<file path="config.mk">
export PLATFORM = sky130hd
export DESIGN_NAME = tws_channel
export DESIGN_NICKNAME = d
export VERILOG_FILES = /design/src/tws_pkg.sv /design/src/tws_channel.sv /design/src/tws_fifo.sv /design/src/tws_sync.sv
export SDC_FILE = /design/constraint.sdc
export NUM_CORES = 1
export LEC_CHECK = 0
export BUFFER_PORTS_ARGS = -buffer_cell sky130_fd_sc_hd__buf_2
export CAP_MARGIN = 30
export CORE_ASPECT_RATIO = 1.2
export CORE_MARGIN = 5
export CORE_UTILIZATION = 35
export DETAILED_ROUTE_END_ITERATION = 7
export HOLD_SLACK_MARGIN = 0.06
export PLACE_DENSITY = 0.5
export SLEW_MARGIN = 20
export SYNTH_ARGS = -nofsm -noshare
export SYNTH_HDL_FRONTEND = slang
export SYNTH_SLANG_ARGS = --single-unit
</file>
<file path="constraint.sdc">
create_clock -name sys_clk -period 3.04 [get_ports sys_clk]
set_clock_uncertainty 0.15 [all_clocks]
set_input_delay 0.152 -clock sys_clk [delete_from_list [all_inputs] [get_ports sys_clk]]
set_output_delay 0.152 -clock sys_clk [all_outputs]
set_load 0.02 [all_outputs]
</file>
<file path="src/tws_pkg.sv">
// shared constants and carrier types for the three-wire serial channel
package tws_pkg;

  // serial_mode_control layout and reset value
  localparam logic [7:0] MODE_RESET      = 8'h00;
  localparam int         ENABLE_BIT      = 7;
  localparam int         CLK_SEL_HI_BIT  = 1;
  localparam int         CLK_SEL_LO_BIT  = 0;

  // internal clock: last divider count of each half period in sys_clk cycles (divide by 16 and by 8)
  localparam logic [2:0] DIV16_HALF_LAST = 3'h7;
  localparam logic [2:0] DIV8_HALF_LAST  = 3'h3;

  // bits per transfer, receive buffer shape and synchroniser width
  localparam logic [2:0] LAST_BIT        = 3'h7;
  localparam int         BYTE_W          = 8;
  localparam int         RX_DEPTH        = 4;
  localparam int         SYNC_STAGES_W   = 2;

  // channel state
  typedef enum logic [0:0] {
    TWS_IDLE  = 1'b0,
    TWS_SHIFT = 1'b1
  } tws_state_e;

  // processor-side register accesses, one cycle each
  typedef struct packed {
    logic       mode_wr;
    logic [7:0] mode_wdata;
    logic       enable_wr;
    logic       enable_wdata;
    logic       buf_wr;
    logic [7:0] buf_wdata;
  } tws_cpu_req_s;

  // pin drive towards the pads
  typedef struct packed {
    logic sck_o;
    logic sck_oe;
    logic so_o;
    logic so_oe;
  } tws_pin_out_s;

endpackage

</file>
<file path="src/tws_channel.sv">
// three-wire serial channel: mode register, shift buffer, clocking and pins
`timescale 1ns/10ps
// Function
// - both clock selects zero: clock taken from the external pin, pin is input.
// - high select set: drive clock pin, system clock divided by 16 or 8.
// - enable zero: no shifting, bit counter cleared, end flag held.
// - enable one: shifting and bit counting run, end flag may be set.
// - reset clears the mode register, channel halted.
// - mode register written whole; enable bit also writable alone.
// - writing the shift buffer starts a transfer, most significant bit first.
// - shift buffer not touched by reset, so standby contents survive.
// - shifting stops by itself after eight bits.
// - a write starts a transfer only if enable is already one.
// - buffer write starts only with clock masked after transfer or clock high.
// - halted channel never shifts; buffer acts as plain register.
// - after reset serial out and in pins are inputs only.
// - update serial out on each clock falling edge; the buffer shifts on the rising edge.
// - sample serial in on each clock rising edge, full duplex.
// - after eight bits the transfer ends and the end flag is set.
// - end flag gives no wake-up from standby.
module tws_channel (
  // clock and reset
  input  wire logic                 sys_clk,
  input  wire logic                 reset_n,
  // processor register accesses
  input  wire tws_pkg::tws_cpu_req_s cpu_req,
  output logic                      [7:0] buf_rdata,
  output logic                      transfer_end_flag,
  input  wire logic                 transfer_end_clr,
  // received bytes
  output logic                      rx_valid,
  input  wire logic                 rx_ready,
  output logic                      [7:0] rx_data,
  // pins
  input  wire logic                 serial_clock_pin_i,
  input  wire logic                 serial_in_pin,
  output tws_pkg::tws_pin_out_s     pin_out
);

  logic [7:0]          mode_r;
  logic [7:0]          shift_r;
  logic [2:0]          bit_cnt_r;
  logic [2:0]          div_cnt_r;
  logic                sck_int_r;
  logic                sck_prev_r;
  logic                eot_r;
  logic [7:0]          rdata_r;
  tws_pkg::tws_state_e state_r;
  tws_pkg::tws_pin_out_s pins_r;
  logic [1:0]          pins_s;
  logic                sck_s;
  logic                si_s;
  logic                enable;
  logic                internal;
  logic [2:0]          half_last;
  logic                tick;
  logic                sck_level;
  logic                fall_ev;
  logic                rise_ev;
  logic                write_ok;
  logic                start;
  logic                done;
  logic                fifo_ready;

  // mode fields
  assign enable    = mode_r[tws_pkg::ENABLE_BIT];
  assign internal  = mode_r[tws_pkg::CLK_SEL_HI_BIT];
  assign half_last = mode_r[tws_pkg::CLK_SEL_LO_BIT] ? tws_pkg::DIV8_HALF_LAST
                                                     : tws_pkg::DIV16_HALF_LAST;

  // pin inputs cross into sys_clk before anyone looks at them
  tws_sync #(
    .WIDTH (tws_pkg::SYNC_STAGES_W)
  ) u_sync (
    .sys_clk  (sys_clk),
    .reset_n  (reset_n),
    .async_in ({serial_clock_pin_i, serial_in_pin}),
    .sync_out (pins_s)
  );
  assign sck_s = pins_s[1];
  assign si_s  = pins_s[0];

  // clock edges from the divider or from the synchronised external pin
  assign tick      = (state_r == tws_pkg::TWS_SHIFT) && (div_cnt_r == half_last);
  assign sck_level = internal ? sck_int_r : sck_s;
  assign fall_ev   = internal ? (tick && sck_int_r) : (sck_prev_r && !sck_s);
  assign rise_ev   = internal ? (tick && !sck_int_r) : (!sck_prev_r && sck_s);

  // a write is honoured only while the clock is masked or high
  assign write_ok = (state_r == tws_pkg::TWS_IDLE) || sck_level;
  // start also needs room for the received byte, so the fifo back-pressures
  assign start = cpu_req.buf_wr && write_ok && enable && fifo_ready;
  assign done  = (state_r == tws_pkg::TWS_SHIFT) && rise_ev && (bit_cnt_r == tws_pkg::LAST_BIT);

  // mode register: whole-byte write, enable bit alone by bit write
  always_ff @(posedge sys_clk or negedge reset_n) begin
    if (!reset_n) begin
      mode_r <= tws_pkg::MODE_RESET;
    end else if (cpu_req.mode_wr) begin
      mode_r <= cpu_req.mode_wdata;
    end else if (cpu_req.enable_wr) begin
      mode_r[tws_pkg::ENABLE_BIT] <= cpu_req.enable_wdata;
    end
  end

  // transfer state and bit counter
  always_ff @(posedge sys_clk or negedge reset_n) begin
    if (!reset_n) begin
      state_r   <= tws_pkg::TWS_IDLE;
      bit_cnt_r <= '0;
    end else if (!enable) begin
      state_r   <= tws_pkg::TWS_IDLE;
      bit_cnt_r <= '0;
    end else if (start) begin
      state_r   <= tws_pkg::TWS_SHIFT;
      bit_cnt_r <= '0;
    end else if (done) begin
      state_r   <= tws_pkg::TWS_IDLE;
      bit_cnt_r <= '0;
    end else if (state_r == tws_pkg::TWS_SHIFT && rise_ev) begin
      bit_cnt_r <= bit_cnt_r + 3'h1;
    end
  end

  // internal clock divider; idles high so a masked clock reads as high
  always_ff @(posedge sys_clk or negedge reset_n) begin
    if (!reset_n) begin
      div_cnt_r <= '0;
      sck_int_r <= 1'b1;
    end else if (state_r != tws_pkg::TWS_SHIFT || start) begin
      div_cnt_r <= '0;
      sck_int_r <= 1'b1;
    end else if (tick) begin
      div_cnt_r <= '0;
      sck_int_r <= !sck_int_r;
    end else begin
      div_cnt_r <= div_cnt_r + 3'h1;
    end
  end

  // previous synchronised clock level for external edge detection
  always_ff @(posedge sys_clk or negedge reset_n) begin
    if (!reset_n) begin
      sck_prev_r <= 1'b1;
    end else begin
      sck_prev_r <= sck_s;
    end
  end

  // shift buffer has no reset so its contents survive a standby reset
  always_ff @(posedge sys_clk) begin
    if (cpu_req.buf_wr && (write_ok || !enable)) begin
      shift_r <= cpu_req.buf_wdata;
    end else if (state_r == tws_pkg::TWS_SHIFT && enable && rise_ev) begin
      shift_r <= {shift_r[6:0], si_s};
    end
  end

  // end flag: set wins over a clear in the same cycle; no wake output exists
  always_ff @(posedge sys_clk or negedge reset_n) begin
    if (!reset_n) begin
      eot_r <= 1'b0;
    end else if (done && enable) begin
      eot_r <= 1'b1;
    end else if (transfer_end_clr) begin
      eot_r <= 1'b0;
    end
  end

  // pin drive; serial out changes only on falling edges
  always_ff @(posedge sys_clk or negedge reset_n) begin
    if (!reset_n) begin
      pins_r <= '0;
      pins_r.sck_o <= 1'b1;
    end else begin
      pins_r.sck_oe <= internal;
      pins_r.sck_o  <= sck_int_r;
      pins_r.so_oe  <= enable;
      if (state_r == tws_pkg::TWS_SHIFT && enable && fall_ev) begin
        pins_r.so_o <= shift_r[7];
      end
    end
  end

  // registered read-back of the shift buffer
  always_ff @(posedge sys_clk or negedge reset_n) begin
    if (!reset_n) begin
      rdata_r <= '0;
    end else begin
      rdata_r <= shift_r;
    end
  end

  // each finished byte lands in the receive fifo
  tws_fifo #(
    .WIDTH (tws_pkg::BYTE_W),
    .DEPTH (tws_pkg::RX_DEPTH)
  ) u_rx_fifo (
    .sys_clk   (sys_clk),
    .reset_n   (reset_n),
    .in_valid  (done && enable),
    .in_ready  (fifo_ready),
    .in_data   ({shift_r[6:0], si_s}),
    .out_valid (rx_valid),
    .out_ready (rx_ready),
    .out_data  (rx_data)
  );

  assign pin_out           = pins_r;
  assign buf_rdata         = rdata_r;
  assign transfer_end_flag = eot_r;
endmodule

</file>
<file path="src/tws_fifo.sv">
// small valid/ready fifo holding received bytes
`timescale 1ns/10ps
module tws_fifo #(
  parameter int WIDTH = 8,
  parameter int DEPTH = 4
) (
  // clock and reset
  input  wire logic             sys_clk,
  input  wire logic             reset_n,
  // fill side
  input  wire logic             in_valid,
  output logic                  in_ready,
  input  wire logic [WIDTH-1:0] in_data,
  // drain side
  output logic                  out_valid,
  input  wire logic             out_ready,
  output logic      [WIDTH-1:0] out_data
);

  localparam int PW = $clog2(DEPTH);

  logic [WIDTH-1:0] mem_r [DEPTH];
  logic [PW-1:0]    wr_ptr_r;
  logic [PW-1:0]    rd_ptr_r;
  logic [PW:0]      count_r;
  logic             push;
  logic             pop;

  // honest flags straight from the occupancy count
  assign in_ready  = (count_r != DEPTH[PW:0]);
  assign out_valid = (count_r != '0);
  assign push      = in_valid && in_ready;
  assign pop       = out_valid && out_ready;
  assign out_data  = mem_r[rd_ptr_r];

  // storage carries data only, no reset needed
  always_ff @(posedge sys_clk) begin
    if (push) begin
      mem_r[wr_ptr_r] <= in_data;
    end
  end

  // pointers wrap naturally since depth is a power of two
  always_ff @(posedge sys_clk or negedge reset_n) begin
    if (!reset_n) begin
      wr_ptr_r <= '0;
      rd_ptr_r <= '0;
      count_r  <= '0;
    end else begin
      if (push) begin
        wr_ptr_r <= wr_ptr_r + 1'b1;
      end
      if (pop) begin
        rd_ptr_r <= rd_ptr_r + 1'b1;
      end
      if (push && !pop) begin
        count_r <= count_r + 1'b1;
      end else if (pop && !push) begin
        count_r <= count_r - 1'b1;
      end
    end
  end

endmodule

</file>
<file path="src/tws_sync.sv">
// two-flop synchroniser for a bundle of pin inputs
`timescale 1ns/10ps
module tws_sync #(
  parameter int WIDTH = 1
) (
  // clock and reset
  input  wire logic             sys_clk,
  input  wire logic             reset_n,
  // asynchronous in, synchronous out
  input  wire logic [WIDTH-1:0] async_in,
  output logic      [WIDTH-1:0] sync_out
);

  logic [WIDTH-1:0] meta_r;

  // first stage feeds only the second stage
  always_ff @(posedge sys_clk or negedge reset_n) begin
    if (!reset_n) begin
      meta_r   <= '1;
      sync_out <= '1;
    end else begin
      meta_r   <= async_in;
      sync_out <= meta_r;
    end
  end

endmodule
</file>
# Word level (Yosys, flattened, before mapping)
# Memory sizes are Yosys's and may differ from the RTL's.
# Cells that the tools add are included.
# classes
add_sub_neg	6
n_eq_ne	5
muxes	25
bitwise	1
reduce_logical	34
# op_table
operator	count
3-bit two-way mux	9
1-bit logical AND	19
8-bit two-way mux	2
1-bit two-way mux	14
2-bit nonzero test	5
3-bit by 1-bit adder with 3-bit output, second input constant	3
1-bit zero test	6
2-bit by 1-bit adder with 2-bit output, second input constant	2
4-bit by 1-bit inequality test with 1-bit output, second input constant	1
3-bit equality test	1
3-bit equality test, second input constant	1
1-bit logical OR	3
3-bit by 1-bit inequality test with 1-bit output, second input constant	1
3-bit inequality test, second input constant	1
3-bit nonzero test	1
3-bit by 1-bit subtractor with 3-bit output, second input constant	1
1-bit inverter	1
# word_totals
register_bits	44
ram_bits	32
input_bits	26
out_inout_bits	22
elab_cells	91
mem_count	1
# mem_list
memory	depth	width	read_ports	rd_ports_with_merged_regs	wr	line_no	rtl
u_rx_fifo.mem_r	4	8	1	0	1	tws_fifo.sv:22	logic [WIDTH-1:0] mem_r [DEPTH];

# Longest topological paths before layout
# Gate-level depths: netlist of run 1.
# logic_depth
word_depth	13
mapped_depth	10
ltp_nobuf	10

# Cells and area by module
# A second synthesis of run 1 with hierarchy kept.
# unflattened
cells_unflattened	171
area_unflattened_um2	3021.6
# by_module_without_submodules
module	n_inst	cells_each	area_per_inst_um2	seq_area_each_um2
tws_fifo	1	77	1584.0	1136.1
tws_channel	1	90	1332.5	869.6
tws_sync	1	4	105.1	105.1

# Worst setup path after synthesis of run 1
# Ideal clock, no wire load.
# synth_path
path_type	register -> register
start	reg div_cnt_r[0]
end	reg u_rx_fifo.count_r[2]
setup_time_ps	79
arrival_time_ps	2323
t_required_ps	2811
slack_ps	488
path_stages_with_launch	11
path_buffers	0
synth_period_minus_slack_ps	2552
path_cell_list	dfrtp_1 > ha_1 > nand4b_1 > o22a_2 > nor4_4 > ha_1 > inv_1 > fa_1 > xor2_1 > nor2_1 > xor2_1
# synth_between
elab_chain_cells	11
elab_cells_between_ends	13
cone_classes	1 x eq/ne; 2 x mux; 10 x reduce/logical
# synth_rtl
element	line_no	rtl
start: declaration	tws_channel.sv:43	logic [2:0] div_cnt_r;
start signal: assignment	tws_channel.sv:137	div_cnt_r <= div_cnt_r + 3'h1;
3-bit equality test (*)	tws_channel.sv:84	assign tick = (state_r == tws_pkg::TWS_SHIFT) && (div_cnt_r == half_last);
1-bit logical AND (*)	tws_channel.sv:84	
1-bit logical AND (*)	tws_channel.sv:87	assign rise_ev = internal ? (tick && !sck_int_r) : (!sck_prev_r && sck_s);
1-bit two-way mux (*)	tws_channel.sv:87	
1-bit logical AND (*) (2 in series)	tws_channel.sv:93	assign done = (state_r == tws_pkg::TWS_SHIFT) && rise_ev && (bit_cnt_r == tws_pkg::LAST_BIT);
1-bit logical AND (*)	tws_channel.sv:201	.in_valid (done && enable),
1-bit logical AND (*)	tws_fifo.sv:32	assign push = in_valid && in_ready;
net u_rx_fifo.push	tws_fifo.sv:26	logic push;
1-bit zero test	tws_fifo.sv:58	end else if (pop && !push) begin
1-bit logical AND	tws_fifo.sv:58	
2-bit nonzero test (no line)	-	
end signal: assignment	tws_fifo.sv:57	count_r <= count_r + 1'b1;
end signal: assignment	tws_fifo.sv:59	count_r <= count_r - 1'b1;
end: declaration	tws_fifo.sv:25	logic [PW:0] count_r;
# Mark *: on every way through the listed nets, which the timed path passes. The rest lies on a longest branch.
# A chain may end at the register's enable or synchronous reset.

# Final worst setup path of run 1
# Same ends and word-level chain as after synthesis.

==> impl_metrics.env, run 1 <==
export IMPL_outcome="completed"
export IMPL_grt_pass1_wl_mm=8.83
export IMPL_nets=279
export IMPL_endpoint_kind="register"
export IMPL_finalHoldViolCount=0
export IMPL_leakagePower_nw=1.51
export IMPL_max_slew_margin=0.422
export IMPL_dp_hpwl_mm=3.67
export IMPL_yosysWarningCount=0
export IMPL_clk_latency_ps=330
export IMPL_clk_path_buf_depth=2
export IMPL_worstPathArrival_ps=2650
export IMPL_cts_sinks=76
export IMPL_hold_path_class="in -> async"
export IMPL_die_x_um=94.4
export IMPL_synth_area_um2=2990
export IMPL_wl_met1_mm=2.44
export IMPL_antenna_found_initial=0
export IMPL_antenna_left=0
export IMPL_first_pass_iters=4
export IMPL_initial_utilization=0.353
export IMPL_drv_slew=0
export IMPL_fin_util=0.445
export IMPL_port_buffers=42
export IMPL_drt_iter0_drc=46
export IMPL_crit_path_start_kind="register"
export IMPL_vias=1616
export IMPL_setup_violations=0
export IMPL_cts_tree="built"
export IMPL_seq_area_frac_synth=0.706
export IMPL_cts_buffers=9
export IMPL_num_rows=37
export IMPL_syn_nets=205
export IMPL_peakVddDrop_v=0.000234
export IMPL_viasPerCell=4.42
export IMPL_ys_ff_latch=76
export IMPL_worstPathMaxFanout=4
export IMPL_drive_above_1_share=0.378
export IMPL_route_met3_wl_um=247
export IMPL_whs_ps=66.6
export IMPL_path_clk_slew_ps=80
export IMPL_powerDensity_nw_per_um2=559
export IMPL_fillCellCount=774
export IMPL_period_minus_slack_ps=2530
export IMPL_finalCritPeriodShare=0.833
export IMPL_required_ps=3150
export IMPL_htree_num_levels=3
export IMPL_die_h_um=111
export IMPL_core_um2=8470
export IMPL_wl_mm=5.52
export IMPL_drc=0
export IMPL_ios=48
export IMPL_synthFlopType="edfxtp_1"
export IMPL_root_buffer="clkbuf_8"
export IMPL_rsz0062_at_grt="false"
export IMPL_grt_remaining_overflow=0
export IMPL_synth_edf_count=40
export IMPL_top_layer_used="met4"
export IMPL_yosysUniqueCellTypes=38
export IMPL_syn_area_per_cell_um2=17.6
export IMPL_critPathKind="reg -> reg"
export IMPL_gp_congestion=0.711
export IMPL_wl_per_cell_um=15.1
export IMPL_grt_start_max_net_pins=37
export IMPL_synth_async_reset_ratio=0.474
export IMPL_r2r_cells=10
export IMPL_antenna_cells=0
export IMPL_fin_tns_setup_ps=0
export IMPL_drv_cap=0
export IMPL_area_delta_synth_final_pct=26.0
export IMPL_grt_pass1_vias=1740
export IMPL_worst_pin_slew_ps=865
export IMPL_fmax_mhz=395
export IMPL_die_area_um2=10500
export IMPL_postSynthCellCount=170
export IMPL_wl_met2_mm=2.75
export IMPL_grt_usage=0.115
==> power by group <==
group          switching [mW]  total (mW)  internal, mW
Clock                   0.374       0.754         0.380
Combinational          0.0930       0.177        0.0838
Sequential             0.0343        1.18          1.14
==> synth_stat cells, drive strengths merged, types with 2 or more instances <==
cell    instances  area [µm²]
mux2           14         161
o21ai           3        15.0
xnor2           6        52.6
inv             6        22.5
nand2           7        26.3
mux4            8         180
nand3           3        15.0
nor2            5        18.8
and2            4        25.0
or3             2        12.5
a22o            2        17.5
xor2            3        26.3
buf             2        8.75
dfrtp          29         726
mux2i           2        20.0
ha              8         100
nand2b          2        12.5
dfstp           7         184
edfxtp         40        1200
==> logic make-up (layout without fill, tap and decap cells) <==
family	after synthesis	count (layout)	synth area share
AOI/OAI and AO/OA	13	13	0.0335
and+or+nand+nor	30	30	0.0619
adders and majority gates	9	9	0.0402
DFF	76	76	0.706
muxes	24	24	0.121
xor gates and xnor gates	9	9	0.0264
buffers and inverters	9	88	0.0117
==> sequential cells by signal, indices dropped and copies added (netlist names) <==
signal and flops:
bit_cnt_r 3, transfer_end_flag 1, sck_int_r 1, u_rx_fifo.wr_ptr_r 2, pin_out 4, u_sync.meta_r 2, buf_rdata 8, u_sync.sync_out 2
u_rx_fifo.mem_r 32, shift_r 8, state_r 1, u_rx_fifo.rd_ptr_r 2, mode_r 3, sck_prev_r 1, div_cnt_r 3, u_rx_fifo.count_r 3
==> routing by layer <==
layer  up-vias  global-route usage
met3         6              0.0414
met4         0              0.0434
met5         -                   0
met1       797               0.139
li1        776                   -
met2        37               0.185
==> area by class of cell <==
class | count | area, µm² | share of cell area
clock buffers | 10 | 128 | 0.0339
inverters | 6 | 22.5 | 0.00598
clock inverters | 6 | 62.6 | 0.0166
well taps | 117 | 146 | 0.0388
multi-input cells | 85 | 846 | 0.224
repair buffers | 66 | 453 | 0.120
flip-flops and latches | 76 | 2110 | 0.560
==> placed cells by master (no fill, tap or decap), types with 2 or more instances in the layout <==
cell type       n
buf_2          42
edfxtp_1       40
dfrtp_1        29
dlygate4sd3_1  20
mux2_2         13
clkbuf_8        9
mux4_2          8
ha_1            8
nand2_1         7
dfstp_2         7
inv_1           6
xnor2_1         6
nor2_1          5
and2_1          4
nand3_1         3
o21ai_0         3
xor2_1          3
buf_4           3
mux2i_1         2
or3_1           2
nand2b_1        2
a22o_1          2
clkinv_1        2
inv_6           2
==> path summary, 6_finish.rpt <==
path                             startpoint                    end  slack [ps]
min reg2reg                u_sync.meta_r[0]     u_sync.sync_out[0]         210
max reg2reg                    div_cnt_r[0]   u_rx_fifo.count_r[2]         510
min in group sys_clk             cpu_req[8]              sck_int_r          90
max in group asynchronous           reset_n             sck_prev_r        2170
min                                 reset_n  u_rx_fifo.rd_ptr_r[0]          70
max                            div_cnt_r[0]   u_rx_fifo.count_r[2]         510
==> stage by stage <==
step / setup slack, ps / instance area (µm²) / std cells / power (mW)
floorplan: 488 / 2990 / 170 / 1.28
global placement: 509 / 3360 / 329 / 1.35
detailed placement: 481 / 3360 / 329 / 1.36
CTS: 471 / 3750 / 365 / 2.14
global route: 353 / 3770 / 366 / 2.21
finish: 506 / 3770 / 366 / 2.11
==> repair_timing <==
action                                 in CTS  in global routing
hold buffers                               20                  0
endpoints found under the hold margin      45                  0
resized for setup                           0                  0
setup buffers                               0                  0
==> critical path, stage by stage, from the launching register on <==
cell	delay (ps)
dfrtp_1	350
ha_1	220
nand4b_1	130
o22a_2	270
nor4_4	280
ha_1	220
inv_1	60
fa_1	370
xor2_1	160
nor2_1	110
xor2_1	140
No activity file was read; power rests on OpenSTA's default activity.
==> run 2, diff against run 1 <==
- ABC_AREA: unset -> 1
- clock period: 3.04 -> 2.65 ns (I/O delays scaled with it)
==> impl_metrics.env, run 2 <==
export IMPL_outcome="completed"
export IMPL_synthAdderAreaFrac=0.0386
export IMPL_htree_num_levels=3
export IMPL_nets=369
export IMPL_initial_utilization=0.360
export IMPL_dp_hpwl_mm=4.18
export IMPL_synth_edf_count=40
export IMPL_post_cts_resized=0
export IMPL_critPathKind="reg -> reg"
export IMPL_yosys_area_share_simple=0.142
export IMPL_synth_area_um2=3120
export IMPL_dp_slack_ps=288
export IMPL_largest_reg_flops=32
export IMPL_clk_latency_ps=350
export IMPL_synth_top_area_frac=0.386
export IMPL_max_slew_margin=0.445
export IMPL_cts_buffers=9
export IMPL_num_rows=37
export IMPL_synthMuxAreaShare=0.00723
export IMPL_grt_usage=0.127
export IMPL_cts_sinks=76
export IMPL_layout_commonest_cell="buf_2"
export IMPL_wl_mm=6.08
export IMPL_path_clk_slew_ps=90
export IMPL_drc=0
export IMPL_rsz0062_at_grt="false"
export IMPL_seq_area_frac_synth=0.678
export IMPL_drt_iter0_drc=84
export IMPL_drv_cap=0
export IMPL_root_buffer="clkbuf_8"
export IMPL_drive_above_1_share=0.257
export IMPL_period_minus_slack_ps=2370
export IMPL_syn_nets=298
export IMPL_leakagePower_nw=1.68
export IMPL_grt_pass1_vias=2218
export IMPL_port_buffers=42
export IMPL_core_um2=8660
export IMPL_synth_compound_area_share=0.0743
export IMPL_powerDensity_nw_per_um2=836
export IMPL_area_delta_synth_final_pct=25.1
export IMPL_fin_tns_setup_ps=0
export IMPL_grt_start_max_net_pins=37
export IMPL_gp_congestion=0.766
export IMPL_final_cells=456
export IMPL_die_h_um=113
export IMPL_setup_violations=0
export IMPL_worstPathMaxFanout=3
export IMPL_synthFlopType="edfxtp_1"
export IMPL_antenna_left=0
export IMPL_synth_xor_area_frac=0.0112
export IMPL_drv_slew=0
export IMPL_peakVddDrop_v=0.000308
export IMPL_syn_area_per_cell_um2=11.8
export IMPL_ios=48
export IMPL_grt_remaining_overflow=0
export IMPL_endpoint_kind="register"
export IMPL_hold_start="u_sync.meta_r[0]"
export IMPL_die_area_um2=10900
export IMPL_first_pass_iters=4
export IMPL_synth_top_family_by_area="simple AND/OR/NAND/NOR gates"
export IMPL_hold_path_class="reg -> reg"
export IMPL_fillCellCount=856
export IMPL_finalCritPeriodShare=0.895
export IMPL_yosys_area_top_type="edfxtp_1"
export IMPL_grt_pass1_wl_mm=10.5
export IMPL_worst_pin_slew_ps=833
export IMPL_postSynthCellCount=263
export IMPL_fin_area_um2=3900
export IMPL_yosysUniqueCellTypes=30
export IMPL_wl_per_cell_um=13.3
export IMPL_crit_path_start_kind="register"
export IMPL_antenna_found_initial=0
export IMPL_cts_tree="built"
export IMPL_fmax_mhz=421
export IMPL_finalHoldViolCount=0
export IMPL_required_ps=2730
export IMPL_synthTopCellsByArea="edfxtp_1 (39%), dfrtp_1 (23%), dfstp_2 (5.9%)"
export IMPL_worstSetupStartpoint="div_cnt_r[0]"
export IMPL_antenna_cells=0
export IMPL_ys_top_cells_by_count="edfxtp_1 (40), nand2_1 (35), inv_1 (30), dfrtp_1 (29), nor2_1 (24)"
export IMPL_reg2reg_from="div_cnt_r[0]"
export IMPL_place_inst=419
export IMPL_layout_setup_ws_ps=277
export IMPL_place_area_um2=3460
export IMPL_regMostFlops="u_rx_fifo.mem_r"
export IMPL_worstPathArrival_ps=2450
export IMPL_mostFrequentLayoutCells="buf_2 (42), edfxtp_1 (40), nand2_1 (35)"
export IMPL_ys_ff_latch=76
export IMPL_die_x_um=96.1
export IMPL_synth_async_reset_ratio=0.474
export IMPL_clk_path_buf_depth=2
export IMPL_yosysWarningCount=0
export IMPL_viasPerCell=4.51
export IMPL_vias=2056
export IMPL_synth_most_common_cell="edfxtp_1"
## run 2: where the power goes
part           switching [mW]  total, mW  internal (mW)
Clock                   0.464       1.01          0.547
Sequential              0.141       1.51           1.37
Combinational           0.469      0.739          0.270
## run 2: layout make-up
| class | count | area (µm²) | area share |
|---|---|---|---|
| multi-input combinational | 149 | 851 | 0.218 |
| sequential | 76 | 2110 | 0.542 |
| timing repair buffer | 65 | 435 | 0.112 |
| clock inverter | 7 | 105 | 0.0270 |
| clock buffer | 9 | 124 | 0.0318 |
| tap | 117 | 146 | 0.0376 |
| inverter | 33 | 125 | 0.0321 |
## run 2: repair_timing
action / CTS / global route
endpoints found under the hold margin: 46 / 0
buffers inserted: 0 / 0
hold buffers: 21 / 0
## run 2: per-layer routing
layer,global-route usage,vias to the layer above,routed length [µm],part of all wire
li1,-,1037,-,-
met1,0.155,971,2720,0.45
met2,0.206,34,2950,0.49
met3,0.0352,14,247,0.041
met4,0.0607,0,167,0.027
met5,0,-,0,0
## run 2: through the flow
step	hold slack [ps]	power, mW	utilization
floorplan	-313	2.01	-
global placement	87.3	2.27	0.399
detailed placement	89.0	2.27	0.399
CTS	209	3.32	0.450
global route	212	3.48	0.450
finish	208	3.26	0.450
## run 2: cells by family after synthesis
family | Yosys count
AO/OA/AOI/OAI | 41
flip-flops | 76
XOR/XNOR | 4
adder cells (fa/ha/maj) | 9
AND/OR/NAND/NOR | 93
buffers and inverters | 38
multiplexers | 2
## run 2: path summary, 6_finish.rpt
| check | to | cells past startpoint | slack (ps) |
|---|---|---|---|
| max | u_rx_fifo.count_r[2] | 13 | 280 |
| min | u_sync.sync_out[0] | 0 | 210 |
| max reg2reg | u_rx_fifo.count_r[2] | 13 | 280 |
| min reg2reg | u_sync.sync_out[0] | 0 | 210 |
| max in group asynchronous | buf_rdata[2] | 2 | 1560 |
| min in group asynchronous | mode_r[0] | 2 | 270 |
## run 2: worst max-delay path, cell delays in order, from the launching register on
cell and delay, ps:
dfrtp_1 350, ha_1 200, nand2_2 70, nor2_2 150
nand4_1 110, nand2_2 130, nand4_4 90, inv_2 60
ha_1 120, inv_1 60, fa_1 370, a21oi_1 140
o21ai_0 110, xor2_1 150
==> run 3, diff against run 2 <==
- GPL_TIMING_DRIVEN: unset -> 0
==> impl_metrics.env, run 3 (synthesized netlist as in run 2, its figures left out) <==
export IMPL_outcome="completed"
export IMPL_htree_num_levels=3
export IMPL_finalCritPeriodShare=0.909
export IMPL_powerDensity_nw_per_um2=835
export IMPL_rrSetupSlack_ps=240
export IMPL_antenna_found_initial=0
export IMPL_largest_reg_flops=32
export IMPL_worstSetupStartpoint="div_cnt_r[0]"
export IMPL_slowest_delay_ps=370
export IMPL_grt_start_max_net_pins=37
export IMPL_drt_iter0_drc=53
export IMPL_multiInputGateArea_um2=851
export IMPL_ios=48
export IMPL_worstPathArrival_ps=2480
export IMPL_fin_tns_setup_ps=0
export IMPL_crit_path_start_kind="register"
export IMPL_port_buffers=42
export IMPL_area_delta_synth_final_pct=26.7
export IMPL_vias=2037
export IMPL_drive_above_1_share=0.262
export IMPL_fmax_mhz=415
export IMPL_drv_slew=0
export IMPL_root_buffer="clkbuf_8"
export IMPL_path_clk_slew_ps=80
export IMPL_layout_setup_ws_ps=242
export IMPL_path_depth=13
export IMPL_crit_family="adder cells"
export IMPL_grt_pass1_vias=2138
export IMPL_hold_path_class="in -> async"
export IMPL_rsz0062_at_grt="false"
export IMPL_wl_mm=6.17
export IMPL_fillCellCount=837
export IMPL_setup_violations=0
export IMPL_antenna_cells=0
export IMPL_worst_pin_slew_ps=519
export IMPL_cts_tree="built"
export IMPL_mostFrequentLayoutCells="buf_2 (44), edfxtp_1 (40), nand2_1 (35)"
export IMPL_dp_hpwl_mm=4.33
export IMPL_die_x_um=96.1
export IMPL_drv_cap=0
export IMPL_grt_remaining_overflow=0
export IMPL_leakagePower_nw=1.71
export IMPL_cp_cell_sequence="ha_1 > nand2_2 > nor2_2 > nand4_1 > nand2_2 > nand4_4 > inv_2 > ha_1 > inv_1 > fa_1 > a21oi_1 > o21ai_0 > xor2_1"
export IMPL_crit_slowest_cell="fa_1"
export IMPL_clk_latency_ps=340
export IMPL_wl_per_cell_um=13.4
export IMPL_critPathBufInv=2
export IMPL_die_h_um=113
export IMPL_gp_congestion=0.754
export IMPL_die_area_um2=10900
export IMPL_first_pass_iters=4
export IMPL_peakVddDrop_v=0.000368
export IMPL_core_um2=8660
export IMPL_drc=0
export IMPL_critPathKind="reg -> reg"
export IMPL_cts_buffers=9
export IMPL_period_minus_slack_ps=2410
export IMPL_clk_path_buf_depth=2
export IMPL_cp_endpoint="u_rx_fifo.count_r[2]"
export IMPL_max_slew_margin=0.654
export IMPL_regMostFlops="u_rx_fifo.mem_r"
export IMPL_cts_sinks=76
export IMPL_viasPerCell=4.42
export IMPL_r2r_end="u_rx_fifo.count_r[2]"
export IMPL_grt_usage=0.127
export IMPL_reg2reg_from="div_cnt_r[0]"
export IMPL_register_area_um2=2110
export IMPL_required_ps=2720
export IMPL_worstPathMaxFanout=3
export IMPL_initial_utilization=0.360
export IMPL_finalHoldViolCount=0
export IMPL_num_rows=37
export IMPL_nets=374
export IMPL_antenna_left=0
export IMPL_r2r_cells=13
export IMPL_grt_pass1_wl_mm=10.4
export IMPL_dp_slack_ps=131
export IMPL_layout_commonest_cell="buf_2"
export IMPL_endpoint_kind="register"
==> run 3: cell types whose count changed in the layout (fill, tap and decap cells not counted), sizes merged <==
cell,delta
clkbuf,+2
buf,+3
==> run 3: worst min-delay path by stage <==
stage | startpoint | endpoint | slack [ps] | depth (start not counted)
global placement | serial_in_pin | u_sync.meta_r[0] | 90 | 1
detailed placement | serial_in_pin | u_sync.meta_r[0] | 90 | 1
global route | reset_n | buf_rdata[0] | 150 | 2
floorplan | reset_n | bit_cnt_r[0] | -310 | 0
finish | reset_n | mode_r[7] | 120 | 2
CTS | u_sync.meta_r[0] | u_sync.sync_out[0] | 210 | 0
==> run 3: power breakdown <==
| group | switching, mW | internal, mW | total [mW] |
|---|---|---|---|
| Combinational | 0.551 | 0.291 | 0.842 |
| Sequential | 0.0825 | 1.37 | 1.45 |
| Clock | 0.457 | 0.547 | 1.00 |
==> run 3: timing repair <==
item | in CTS | in global routing
buffers inserted | 0 | 1
hold buffers | 21 | 0
resized for setup | 0 | 0
setup endpoints to repair | 0 | 1
endpoints found under the hold margin | 46 | 0
==> run 3: per-stage QoR <==
step / cell area, µm² / power [mW] / hold slack, ps / util / std cells
3_3_place_gp: 3470 / 2.30 / 87.3 / 0.401 / 422
4_1_cts: 3910 / 3.35 / 209 / 0.452 / 459
2_1_floorplan: 3120 / 2.01 / -313 / - / 263
3_5_place_dp: 3470 / 2.31 / 88.7 / 0.401 / 422
5_1_grt: 3950 / 3.50 / 153 / 0.456 / 461
6_report: 3950 / 3.30 / 118 / 0.456 / 461
==> run 3: per-layer routing <==
metal,part of all wire,GRT usage,vias to the layer above
li1,-,-,1045
met4,0.017,0.0569,0
met1,0.43,0.153,949
met5,0,0,-
met2,0.51,0.212,34
met3,0.036,0.0279,9
==> run 3: final cells by class <==
| cell class | instances | area share |
|---|---|---|
| multi-input cells | 149 | 0.216 |
| clock buffers | 9 | 0.0314 |
| inverters | 33 | 0.0317 |
| flip-flops and latches | 76 | 0.535 |
| repair buffers | 65 | 0.115 |
| well taps | 117 | 0.0371 |
| clock inverters | 7 | 0.0266 |
| plain buffers | 5 | 0.00729 |
